### src/sct_params.svh
// Purpose: constants for the supervisor call and trap unit
// Assumes: instruction bit 0 is the msb (insn[31]); fields below are lsb-indexed
// Notes: definitions only
`ifndef SCT_PARAMS_SVH
`define SCT_PARAMS_SVH

// ----------------------------------------------------------------
// opcodes
// ----------------------------------------------------------------
`define SCT_OP_SVC 6'h11
`define SCT_OP_TRAP_RR 6'h1F
`define SCT_XO_TRAP_RR 10'h044
`define SCT_OP_TRAP_IMM 6'h02

// ----------------------------------------------------------------
// instruction fields (lsb-indexed)
// ----------------------------------------------------------------
`define SCT_OPC_HI 31
`define SCT_OPC_LO 26
`define SCT_IDX_HI 11
`define SCT_IDX_LO 5
`define SCT_ABS_POS 1
`define SCT_LNK_POS 0
`define SCT_TOM_HI 25
`define SCT_TOM_LO 21
`define SCT_XO_HI 10
`define SCT_XO_LO 1

// ----------------------------------------------------------------
// machine state bits (lsb-indexed, 32-bit view)
// ----------------------------------------------------------------
`define SCT_MSR_EE 15
`define SCT_MSR_PR 14
`define SCT_MSR_FE 11
`define SCT_MSR_IP 6

// ----------------------------------------------------------------
// vectors
// ----------------------------------------------------------------
`define SCT_ABS_OFFSET 32'h0000_1FE0
`define SCT_BASE_LOW 32'h0000_0000
`define SCT_BASE_HIGH 32'hFFF0_0000

// ----------------------------------------------------------------
// register map (byte offsets) and reset values
// ----------------------------------------------------------------
`define SCT_REG_CTRL 5'h00
`define SCT_REG_STATUS 5'h04
`define SCT_REG_MASK 5'h08
`define SCT_REG_VECTOR 5'h0C
`define SCT_REG_COUNT 5'h10
`define SCT_CTRL_RST 32'h0000_0001
`define SCT_MASK_RST 4'h0
`define SCT_EV_SVC 0
`define SCT_EV_TRAP 1
`define SCT_EV_ILL 2
`define SCT_EV_SYS 3

`endif

### src/sct_pkg.sv
// Purpose: types for the supervisor call and trap unit
// Assumes: constants live in sct_params.svh
// Notes: only types here
package sct_pkg;
  // ----------------------------------------------------------------
  // types
  // ----------------------------------------------------------------
  typedef logic [31:0] sct_word_t; // instruction / 32-bit register
  typedef logic [63:0] sct_dword_t; // general register value
  typedef logic [3:0] sct_events_t; // sticky event vector
endpackage

### src/sct_unit.sv
// Purpose: executes supervisor call and doubleword trap instructions
// Assumes: one issue per ISSUE_I pulse; operands valid with it
// Notes: results stand one cycle after issue; strobes are one-cycle pulses, values hold
//
// Design decisions made here: the register addresses and the Avalon-MM interface to the registers.
`timescale 1ns/1ns
`include "sct_params.svh"

module sct_unit #(
  parameter bit IS_64 = 1'b1 // doubleword traps implemented
) (
  input wire logic REF_CLK_I,
  input wire logic RSTN_I,
  // issue side
  input wire logic ISSUE_I,
  input wire sct_pkg::sct_word_t INSN_I,
  input wire sct_pkg::sct_word_t PC_I,
  input wire sct_pkg::sct_word_t MSR_I,
  input wire sct_pkg::sct_dword_t GPR_A_I,
  input wire sct_pkg::sct_dword_t GPR_B_I,
  input wire logic LEGACY_MODE_I,
  // result side
  output logic REDIRECT_O,
  output sct_pkg::sct_word_t TARGET_O,
  output logic SVC_IRQ_O,
  output logic CTR_WE_O,
  output sct_pkg::sct_word_t CTR_O,
  output logic LR_WE_O,
  output sct_pkg::sct_word_t LR_O,
  output logic MSR_WE_O,
  output sct_pkg::sct_word_t MSR_O,
  output logic TRAP_O,
  output logic ILLEGAL_O,
  output logic SYS_CALL_O,
  // avalon-mm slave
  input wire logic [4:0] AVS_ADDRESS_I,
  input wire logic AVS_READ_I,
  input wire logic AVS_WRITE_I,
  input wire logic [31:0] AVS_WRITEDATA_I,
  output logic [31:0] AVS_READDATA_O,
  output logic AVS_WAITREQUEST_O,
  output logic IRQ_O
);
  import sct_pkg::*;

  // ----------------------------------------------------------------
  // helpers
  // ----------------------------------------------------------------
  // unsigned compares are plain magnitude on full-width operands, so a
  // narrower caller must widen its values before issue
  // masked compare shared by both trap forms
  function automatic logic trap_hit(input logic [4:0] tom, input sct_dword_t a,
                                    input sct_dword_t b);
    logic lt_s;
    logic gt_s;
    logic lt_u;
    logic gt_u;
    logic eq;
    lt_s = $signed(a) < $signed(b);
    gt_s = $signed(a) > $signed(b);
    lt_u = a < b;
    gt_u = a > b;
    eq = a == b;
    // mask bit 0 (msb of field) is signed less-than
    trap_hit = (tom[4] & lt_s) | (tom[3] & gt_s) | (tom[2] & eq)
             | (tom[1] & lt_u) | (tom[0] & gt_u);
  endfunction

  // ----------------------------------------------------------------
  // decode
  // ----------------------------------------------------------------
  logic [5:0] opc; // primary opcode
  logic [6:0] handler_index_field; // vector index
  logic absolute_target_bit; // fixed vector select
  logic link_enable_bit; // write link register
  logic [4:0] trap_condition_mask; // trap conditions
  logic [9:0] xo; // extended opcode
  sct_dword_t signed_immediate; // widened immediate
  logic is_svc; // supervisor call issued
  logic is_sys; // same opcode, newer mode
  logic is_trap_rr; // register-register trap
  logic is_trap_imm; // immediate trap

  // decode is purely combinational from the issue inputs; nothing here
  // holds state, so an instruction that is not issued leaves no trace
  // svc spare fields (insn[15:12], insn[4:2]) steer no decode; they pass only into the count value
  assign opc = INSN_I[`SCT_OPC_HI:`SCT_OPC_LO];
  assign handler_index_field = INSN_I[`SCT_IDX_HI:`SCT_IDX_LO];
  assign absolute_target_bit = INSN_I[`SCT_ABS_POS];
  assign link_enable_bit = INSN_I[`SCT_LNK_POS];
  assign trap_condition_mask = INSN_I[`SCT_TOM_HI:`SCT_TOM_LO];
  assign xo = INSN_I[`SCT_XO_HI:`SCT_XO_LO];
  assign signed_immediate = {{48{INSN_I[15]}}, INSN_I[15:0]};
  // opcode 17 is shared; the mode input tells the two apart
  assign is_svc = ISSUE_I & (opc == `SCT_OP_SVC) & LEGACY_MODE_I;
  assign is_sys = ISSUE_I & (opc == `SCT_OP_SVC) & ~LEGACY_MODE_I;
  assign is_trap_rr = ISSUE_I & (opc == `SCT_OP_TRAP_RR) & (xo == `SCT_XO_TRAP_RR);
  assign is_trap_imm = ISSUE_I & (opc == `SCT_OP_TRAP_IMM);

  // ----------------------------------------------------------------
  // execution state
  // ----------------------------------------------------------------
  logic redirect_reg, redirect_next;
  sct_word_t target_reg, target_next;
  logic svc_reg, svc_next;
  sct_word_t ctr_reg, ctr_next;
  logic lr_we_reg, lr_we_next;
  sct_word_t lr_reg, lr_next;
  sct_word_t msr_reg, msr_next;
  logic trap_reg, trap_next;
  logic ill_reg, ill_next;
  logic sys_reg, sys_next;
  logic trap_en; // software gate on trap raising
  sct_word_t base; // base chosen by prefix select

  // every result is registered, so redirection trails the issue by one
  // cycle; the sequencer must look at these pulses before it acts on
  // the instruction that follows
  // compute results of the instruction being issued
  always_comb begin
    base = MSR_I[`SCT_MSR_IP] ? `SCT_BASE_HIGH : `SCT_BASE_LOW;
    redirect_next = 1'b0;
    target_next = target_reg; // last vector held for reading
    svc_next = 1'b0;
    ctr_next = ctr_reg;
    lr_we_next = 1'b0;
    lr_next = lr_reg;
    msr_next = msr_reg;
    trap_next = 1'b0;
    ill_next = 1'b0;
    sys_next = is_sys; // handed on to the system call path
    if (is_svc) begin
      svc_next = 1'b1;
      redirect_next = 1'b1;
      ctr_next = {INSN_I[15:0], MSR_I[15:0]};
      if (absolute_target_bit) begin
        target_next = base + `SCT_ABS_OFFSET;
      end else begin
        target_next = base + {19'h0_0000, 1'b1, handler_index_field, 5'h00};
      end
      if (link_enable_bit) begin
        lr_we_next = 1'b1;
        lr_next = PC_I + 32'h0000_0004;
      end
      // only the three bits below change; fp, me, al, ip, ir, dr pass
      msr_next = MSR_I;
      msr_next[`SCT_MSR_EE] = 1'b0;
      msr_next[`SCT_MSR_PR] = 1'b0;
      msr_next[`SCT_MSR_FE] = 1'b0;
      // no exception-register or cr0 port exists here at all
    end else if (is_trap_rr | is_trap_imm) begin
      if (!IS_64) begin
        ill_next = 1'b1;
      end else if (is_trap_rr) begin
        trap_next = trap_en & trap_hit(trap_condition_mask, GPR_A_I, GPR_B_I);
      end else begin
        trap_next = trap_en & trap_hit(trap_condition_mask, GPR_A_I,
                                       signed_immediate);
      end
    end
  end

  // one register stage for the whole result group keeps every output
  // free of decode glitches toward the sequencer
  // register the results
  always_ff @(posedge REF_CLK_I or negedge RSTN_I) begin
    if (!RSTN_I) begin
      redirect_reg <= 1'b0;
      target_reg <= 32'h0000_0000;
      svc_reg <= 1'b0;
      ctr_reg <= 32'h0000_0000;
      lr_we_reg <= 1'b0;
      lr_reg <= 32'h0000_0000;
      msr_reg <= 32'h0000_0000;
      trap_reg <= 1'b0;
      ill_reg <= 1'b0;
      sys_reg <= 1'b0;
    end else begin
      redirect_reg <= redirect_next;
      target_reg <= target_next;
      svc_reg <= svc_next;
      ctr_reg <= ctr_next;
      lr_we_reg <= lr_we_next;
      lr_reg <= lr_next;
      msr_reg <= msr_next;
      trap_reg <= trap_next;
      ill_reg <= ill_next;
      sys_reg <= sys_next;
    end
  end

  assign REDIRECT_O = redirect_reg;
  assign TARGET_O = target_reg;
  assign SVC_IRQ_O = svc_reg;
  assign CTR_WE_O = svc_reg; // count write rides with the interrupt
  assign CTR_O = ctr_reg;
  assign LR_WE_O = lr_we_reg;
  assign LR_O = lr_reg;
  assign MSR_WE_O = svc_reg;
  assign MSR_O = msr_reg;
  assign TRAP_O = trap_reg;
  assign ILLEGAL_O = ill_reg;
  assign SYS_CALL_O = sys_reg;

  // ----------------------------------------------------------------
  // register bus, events and interrupt
  // ----------------------------------------------------------------
  // map: 0x00 ctrl (bit 0 lets traps through), 0x04 sticky events,
  // 0x08 interrupt mask, 0x0c last vector, 0x10 event-cycle count
  // every access takes one wait cycle: waitrequest drops in the second
  // cycle of the request, and read data stand in that same cycle
  // event bits: 0 svc, 1 trap, 2 illegal, 3 system call
  logic ack_reg, ack_next; // one wait cycle per access
  logic [31:0] rdata_reg, rdata_next;
  logic [31:0] ctrl_reg, ctrl_next;
  sct_events_t status_reg, status_next;
  sct_events_t mask_reg, mask_next;
  logic [15:0] count_reg, count_next; // events seen, wraps
  sct_events_t ev; // this cycle's events
  logic req; // access pending
  logic take; // access completes this edge

  assign req = AVS_READ_I | AVS_WRITE_I;
  assign take = req & ack_reg;
  assign ev = {sys_reg, ill_reg, trap_reg, svc_reg};
  assign trap_en = ctrl_reg[0];

  // decode, read mux and sticky status
  always_comb begin
    ack_next = req & ~ack_reg;
    rdata_next = rdata_reg;
    ctrl_next = ctrl_reg;
    mask_next = mask_reg;
    status_next = status_reg;
    // counts cycles with any event; coincident events count once
    count_next = count_reg + 16'(|ev);
    if (ack_next & AVS_READ_I) begin
      case (AVS_ADDRESS_I)
        `SCT_REG_CTRL: rdata_next = ctrl_reg;
        `SCT_REG_STATUS: rdata_next = {28'h000_0000, status_reg | ev};
        `SCT_REG_MASK: rdata_next = {28'h000_0000, mask_reg};
        `SCT_REG_VECTOR: rdata_next = target_reg;
        `SCT_REG_COUNT: rdata_next = {16'h0000, count_reg};
        default: rdata_next = 32'h0000_0000; // unmapped reads zero
      endcase
    end
    if (take & AVS_WRITE_I) begin
      case (AVS_ADDRESS_I)
        `SCT_REG_CTRL: ctrl_next = {31'h0000_0000, AVS_WRITEDATA_I[0]};
        `SCT_REG_MASK: mask_next = AVS_WRITEDATA_I[3:0];
        default: ctrl_next = ctrl_reg; // others ignore writes
      endcase
    end
    // read clears; an event in the same cycle still sets
    if (take & AVS_READ_I & (AVS_ADDRESS_I == `SCT_REG_STATUS)) begin
      status_next = ev;
    end else begin
      status_next = status_reg | ev;
    end
  end

  // bus and event registers
  always_ff @(posedge REF_CLK_I or negedge RSTN_I) begin
    if (!RSTN_I) begin
      ack_reg <= 1'b0;
      rdata_reg <= 32'h0000_0000;
      ctrl_reg <= `SCT_CTRL_RST;
      mask_reg <= `SCT_MASK_RST;
      status_reg <= 4'h0;
      count_reg <= 16'h0000;
    end else begin
      ack_reg <= ack_next;
      rdata_reg <= rdata_next;
      ctrl_reg <= ctrl_next;
      mask_reg <= mask_next;
      status_reg <= status_next;
      count_reg <= count_next;
    end
  end

  assign AVS_WAITREQUEST_O = req & ~ack_reg;
  assign AVS_READDATA_O = rdata_reg;
  // level output; drops only through the status read or the mask
  assign IRQ_O = |(status_reg & mask_reg);

endmodule // sct_unit

### config.mk
export PLATFORM = sky130hd
export DESIGN_NAME = sct_unit
export DESIGN_NICKNAME = d
export VERILOG_FILES = /design/src/sct_pkg.sv /design/src/sct_unit.sv
export VERILOG_INCLUDE_DIRS = /design/src
export SDC_FILE = /design/constraint.sdc
export NUM_CORES = 1
export LEC_CHECK = 0
export BUFFER_PORTS_ARGS = -buffer_cell sky130_fd_sc_hd__buf_2
export CORE_AREA = 2 2 169 171
export CTS_CLUSTER_SIZE = 14
export DETAILED_ROUTE_END_ITERATION = 16
export DIE_AREA = 0 0 171 173
export PLACE_DENSITY = 0.72
export SYNTH_ARGS = -nofsm -noshare
export SYNTH_HDL_FRONTEND = slang
export SYNTH_SLANG_ARGS = --single-unit
### constraint.sdc
create_clock -name REF_CLK_I -period 2.2 [get_ports REF_CLK_I]
set_clock_uncertainty 0.15 [all_clocks]
set_input_delay 0.11 -clock REF_CLK_I [delete_from_list [all_inputs] [get_ports REF_CLK_I]]
set_output_delay 0.11 -clock REF_CLK_I [all_outputs]
set_load 0.05 [all_outputs]
-- Word-level counts from Yosys, hierarchy flattened
Index checks and enable logic that the tools add are counted.
- register bits after elaboration: 187
- bits in latches: 0
- RAM bits: 0
- ROM bits: 0
- output and inout port bits: 170
- word-level logic and storage cells: 90
- memories kept: 0
- add/sub/neg operators: 4
- $mul: 0
- div/mod/pow operators: 0
- magnitude comparators: 8
- equality and inequality tests: 10
- shift operators: 0
- multiplexer cells: 10
- bitwise logic cells: 38
- reductions and logical operators: 6
- operators with widths (cell ; count):
    $gt A64 B64 Y1 ; 3
    $lt A64 B64 Y1 ; 3
    $pmux W32 S5 ; 1
    $eq A64 B64 Y1 ; 2
    $gt A64 B16 Y1 ; 1
    $lt A64 B16 Y1 ; 1
    $mux W32 ; 2
    $add A32 B13 Y32 ; 1
    $add A32 B13 Y32 const B ; 1
    $add A32 B3 Y32 const B ; 1
    $and A1 B1 Y1 ; 24
    $add A16 B1 Y16 ; 1
    $eq A6 B5 Y1 const B ; 2
    $eq A10 B7 Y1 const B ; 1
    $eq A5 B4 Y1 const B ; 2
    $or A1 B1 Y1 ; 10
    $eq A6 B2 Y1 const B ; 1
    $mux W1 ; 6
    $reduce_and A2 Y1 ; 3
    $eq A5 B3 Y1 const B ; 1
    $eq A5 B5 Y1 const B ; 1
    $logic_not A5 Y1 ; 1
    $and A4 B4 Y4 ; 1
    $mux W4 ; 1
    4 further kinds ; 5

-- Longest topological paths before layout
- word-level depth: 10
- mapped depth: 12

-- Least setup slack after synthesis
OpenSTA, ideal clock, no wires.
- path type: input port to flip-flop
- from: input port INSN_I[15]
- to: register trap_reg, in the netlist TRAP_O
- arrival time: 2.900 ns
- path slack: -0.983 ns
- stages: 11
- path through: inv_1 > ha_1 > nand4_1 > nor4_2 > nand3_1 > or3_1 > o221ai_1 > a211o_2 > mux2i_1 > nor4_1 > a211oi_1
- cells in the longest elaborated chain, start to end: 10
- RTL lines (what ; RTL line ; text):
    start: declaration ; sct_unit.sv:16 ; input wire sct_pkg::sct_word_t INSN_I,
    $lt A64 B16 Y1 / $gt A64 B16 Y1 (equally long branches) ; sct_unit.sv:59, sct_unit.sv:60 ;
    $and A1 B1 Y1 ; sct_unit.sv:65 ; trap_hit = (tom[4] & lt_s) | (tom[3] & gt_s) | (tom[2] & eq)
    $or A1 B1 Y1 (2 in series) ; sct_unit.sv:65 ;
    $or A1 B1 Y1 ; sct_unit.sv:66 ; | (tom[1] & lt_u) | (tom[0] & gt_u);
    $or A1 B1 Y1 (*) ; sct_unit.sv:66 ;
    $and A1 B1 Y1 (*) ; sct_unit.sv:157 ; trap_next = trap_en & trap_hit(trap_condition_mask, GPR_A_I,
    $mux W1 (*) ; sct_unit.sv:154 ; end else if (is_trap_rr) begin
    $mux W1 (*) ; sct_unit.sv:151 ; end else if (is_trap_rr | is_trap_imm) begin
    $mux W1 (*) ; sct_unit.sv:132 ; if (is_svc) begin
    net trap_next ; sct_unit.sv:110 ; logic trap_reg, trap_next;
    end signal: assignment ; sct_unit.sv:186 ; trap_reg <= trap_next;
    end: declaration ; sct_unit.sv:110 ;
Mark *: on every way through the listed nets, which the timed path passes. The rest lies on a longest branch.
A chain may end at the register's enable or synchronous reset.

-- Worst setup path in the final report
Same ends and word-level chain as after synthesis.

==> impl_summary.md <==
Run status
The flow ran to the end, but the final reports show violations. The checks that failed: setup timing.

STA
The minimum period implied by the final worst setup slack is 2530 ps. The final critical path takes up 115% of the cycle. The number of failing hold endpoints at the final stage is 0. Setup violations remaining at the end of the flow were counted as 1. For the pin with the worst max-slew slack, the measured transition is 634 ps. Setup repair after global routing could not meet its margin everywhere.

Hold timing on the final database bottoms out at a slack of 22.3 ps. The highest attainable clock frequency is 396 MHz. Measured against its own limit, the worst slew margin works out to 57.7%. The number of slew-limit violations in the final report is 0. Setup slack on the critical path of the routed design comes to -327 ps.

Cells and area
The post-layout net count is 2008. In the final layout, the share of cells above drive strength 1 is 34.0%. The area growth from synthesis to final layout is 49.8%.

Floorplanning
The core region is 27600 sq um. The boundary pin count is 437. The die covers 29600 sq um. The initialized floorplan defines 61 standard-cell rows. The chip width is 171 um. Once the floorplan was initialized, standard cells occupied 33.4% of the core.

The die span in y is 173 um.

Setup path
The count of cells along the worst register-to-register path is 6. The data required time at the worst endpoint is 2360 ps. The data arrival at the endpoint of the critical path is 2690 ps. Of all nets on the critical path, the largest fanout is 25. The worst register-to-register path ends at count_reg[8]. The startpoint of the worst-slack reg-to-reg timing path is CTR_WE_O. The slack of the worst reg-to-reg path is 260 ps. The critical path launch point type is an input port. The kind of critical path is in2reg. The endpoint kind of the worst setup timing path is a register.

Yosys
The mean instance size in the synthesized netlist is 8.63 sq um. The most common cell in the synthesized netlist is nand2_1. Ranked by instance count, the synthesized netlist is headed by 227 x nand2_1, 133 x dfrtp_1, 131 x ha_1.

The synthesized cell area is 9230 sq um. In this run the biggest area consumer among cell types represents 36.1% of the synthesized area. The total of warnings raised by yosys is 0. The parity-gate share of the synthesized area counting xor and xnor cells is 4.08%. The register bit total from synthesis is 134. Yosys mapped a number of flops with a built-in enable equal to 0. The most area-hungry cell type in the Yosys netlist is dfrtp_1. Among all flip-flop cells after synthesis, the most frequent one is dfrtp_1. Of the total synthesized cell area, the portion taken by full adders, half adders and majority gates is 17.8%. The sequential-to-total area share from yosys stat is 36.4%. The synthesized netlist devotes 18.6% of its cell area to simple gates.

After synthesis, the share of flip-flops with an asynchronous set or reset is 100%. The main combinational cell family by area after synthesis is simple AND/OR/NAND/NOR gates. Synthesis produced 1069 cells. By area the synthesized netlist is led by dfrtp_1 36%, ha_1 18%, nand2_1 9.2%, buf_4 4.8%, o21ai_0 4.4%.

The synthesized netlist devotes 12.9% of its cell area to compound gates. The number of distinct library cells after synthesis is 49. The proportion of synthesized area in mux cells is 0.936%.

Power
The cell leakage power is 7.65 nW. The total chip power is 0.00802 W. The worst-case vdd ir drop is 355 uV. Cell internal power was estimated by the tool at 0.00527 W. The power spent charging and discharging nets is 0.00274 W. The clock network is responsible for 37.8% of the overall power. Power spread over the standard cell area amounts to 580 nW/um^2. Of the total power, registers draw 34.0%. In this run switching power makes up 34.2% of total power. The share of total power dissipated in combinational logic is 28.3%.

GRT
For this run the aggregate overflow at the end of global routing stands at 0. The global-route total usage across every layer is 21.5%. The first-pass GRT wire length is 50.4 mm.

The initial antenna violation count came to 9. The number of global-route vias before repair came to 10008. The maximum number of pins on one net before global-route repair is 64.

Routing
The remaining design rule violation count is 0. The average detailed-routed wire length per instance is 16.3 um. The total wirelength of the detailed-routed design is 32.8 mm.

The first-pass detailed-route iteration total is 5. The remaining antenna violation count is 0. Dividing the detail-routed via count by the number of cells gives 4.85. The detailed router finished its first iteration with 363 violations. The routed layout has 9736 vias.

Placed design
The final estimated routing congestion in global placement is 0.916. The pre-CTS setup slack is -784 ps. The post-DP HPWL is 25.0 mm. The count of input and output buffers is 383.

CTS
The clock tree from TritonCTS is done. The clock transition at the register clock pins on the worst setup and hold paths after CTS is 60 ps. The clock passes through at most 2 buffers.

The tree is rooted in a clkbuf_16. The later pin in the worst-skew pair is clocked with a latency of 410 ps. The H-tree was split into 4 levels.

The CTS sink count is 134. The clock buffer count from CTS is 17.

Hold path
The worst hold path belongs to the class in2async.

Job
The max-cap check violation count is 0.
## routing by layer
metal  vias to the layer above  GRT usage [%]  share of wire, %
met5                         -              0             0.024
met4                         2           10.3               4.1
met3                        79           4.03               6.2
met2                       387           38.9                50
met1                      4559           23.9                39
li1                       4709              -                 -
## kinds of logic (layout without fill, tap and decap cells)
group                    Yosys count  in the layout
AND/OR/NAND/NOR                  384            384
AO/OA/AOI/OAI                    198            198
buffers and inverters            170            704
flip-flops                       134            134
adder cells (fa/ha/maj)          131            131
XOR/XNOR                          43             43
multiplexers                       8              8
other                              1             28
## worst max-delay path by stage
stage                from     end  slack (ps)  depth (start not counted)
2_1_floorplan  INSN_I[15]  TRAP_O        -900                         11
3_3_place_gp   INSN_I[15]  TRAP_O        -710                         13
3_5_place_dp   INSN_I[15]  TRAP_O        -780                         13
4_1_cts        INSN_I[15]  TRAP_O        -290                         14
5_1_grt        INSN_I[15]  TRAP_O        -430                         14
6_report       INSN_I[15]  TRAP_O        -330                         14
## cell usage in the layout, fill, tap and decap left out, drive strengths merged, types with 4 or more instances in the layout
cell type and count:
o211ai 5, a22oi 9, xor2 20, nand2b 4, a221oi 5, buf 486
and3 10, a21oi 48, clkbuf 17, nand4 34, a21o 21, o21ai 81
nor2b 4, nand2 227, mux2 5, nor2 33, nor3 13, inv 95
nand3 35, xnor2 23, dfrtp 133, diode 8, a211oi 7, ha 131
dlygate4sd3 98, or3 4, nor4 10, conb 20, o21a 4
## cell type report
type	count	area [sq um]
fillers	2508	13800
clock inverters	14	189
repair buffers	585	3780
diodes	8	20.0
clock buffers	17	425
multi-input cells	784	5250
well taps	378	473
inverters	88	334
flip-flops and latches	134	3350
## repair_timing
item / in CTS / in global routing
endpoints found under the setup margin: 1 / 10
cloned: 2 / 0
hold endpoints to repair: 226 / 0
hold buffers: 99 / 0
setup buffers: 7 / 0
pin swaps: 7 / 0
resized for setup: 10 / 19
## worst max-delay path, cell delays in order
cell,delay [ps]
buf_2,100
clkinvlp_4,120
buf_12,160
buf_16,170
ha_4,280
nand4_1,180
nor4_4,250
nand3_1,130
or3_1,340
o221ai_2,170
a211o_2,160
mux2i_1,230
nor4_2,70
a211oi_1,200
## through the flow
step	cell area, sq um	TNS, ps	instances	utilization, %
after floorplan	9300	-900	1088	-
after global placement	11900	-715	1861	43.1
after detailed placement	11900	-784	1861	43.1
after CTS	13700	-333	2000	49.6
after global routing	13800	-432	2005	50.0
final	13800	-327	2008	50.0
## power groups by stage
stage	Clock, W	Sequential (W)	Combinational, W
final	0.00303	0.00272	0.00227
after global routing	0.00317	0.00274	0.00246
after CTS	0.00307	0.00272	0.00224
after detailed placement	0	0.00276	0.00206
after global placement	0	0.00276	0.00200
after floorplan	0	0.00316	0.000899
Note: power is estimated with default switching activity, not from simulation.
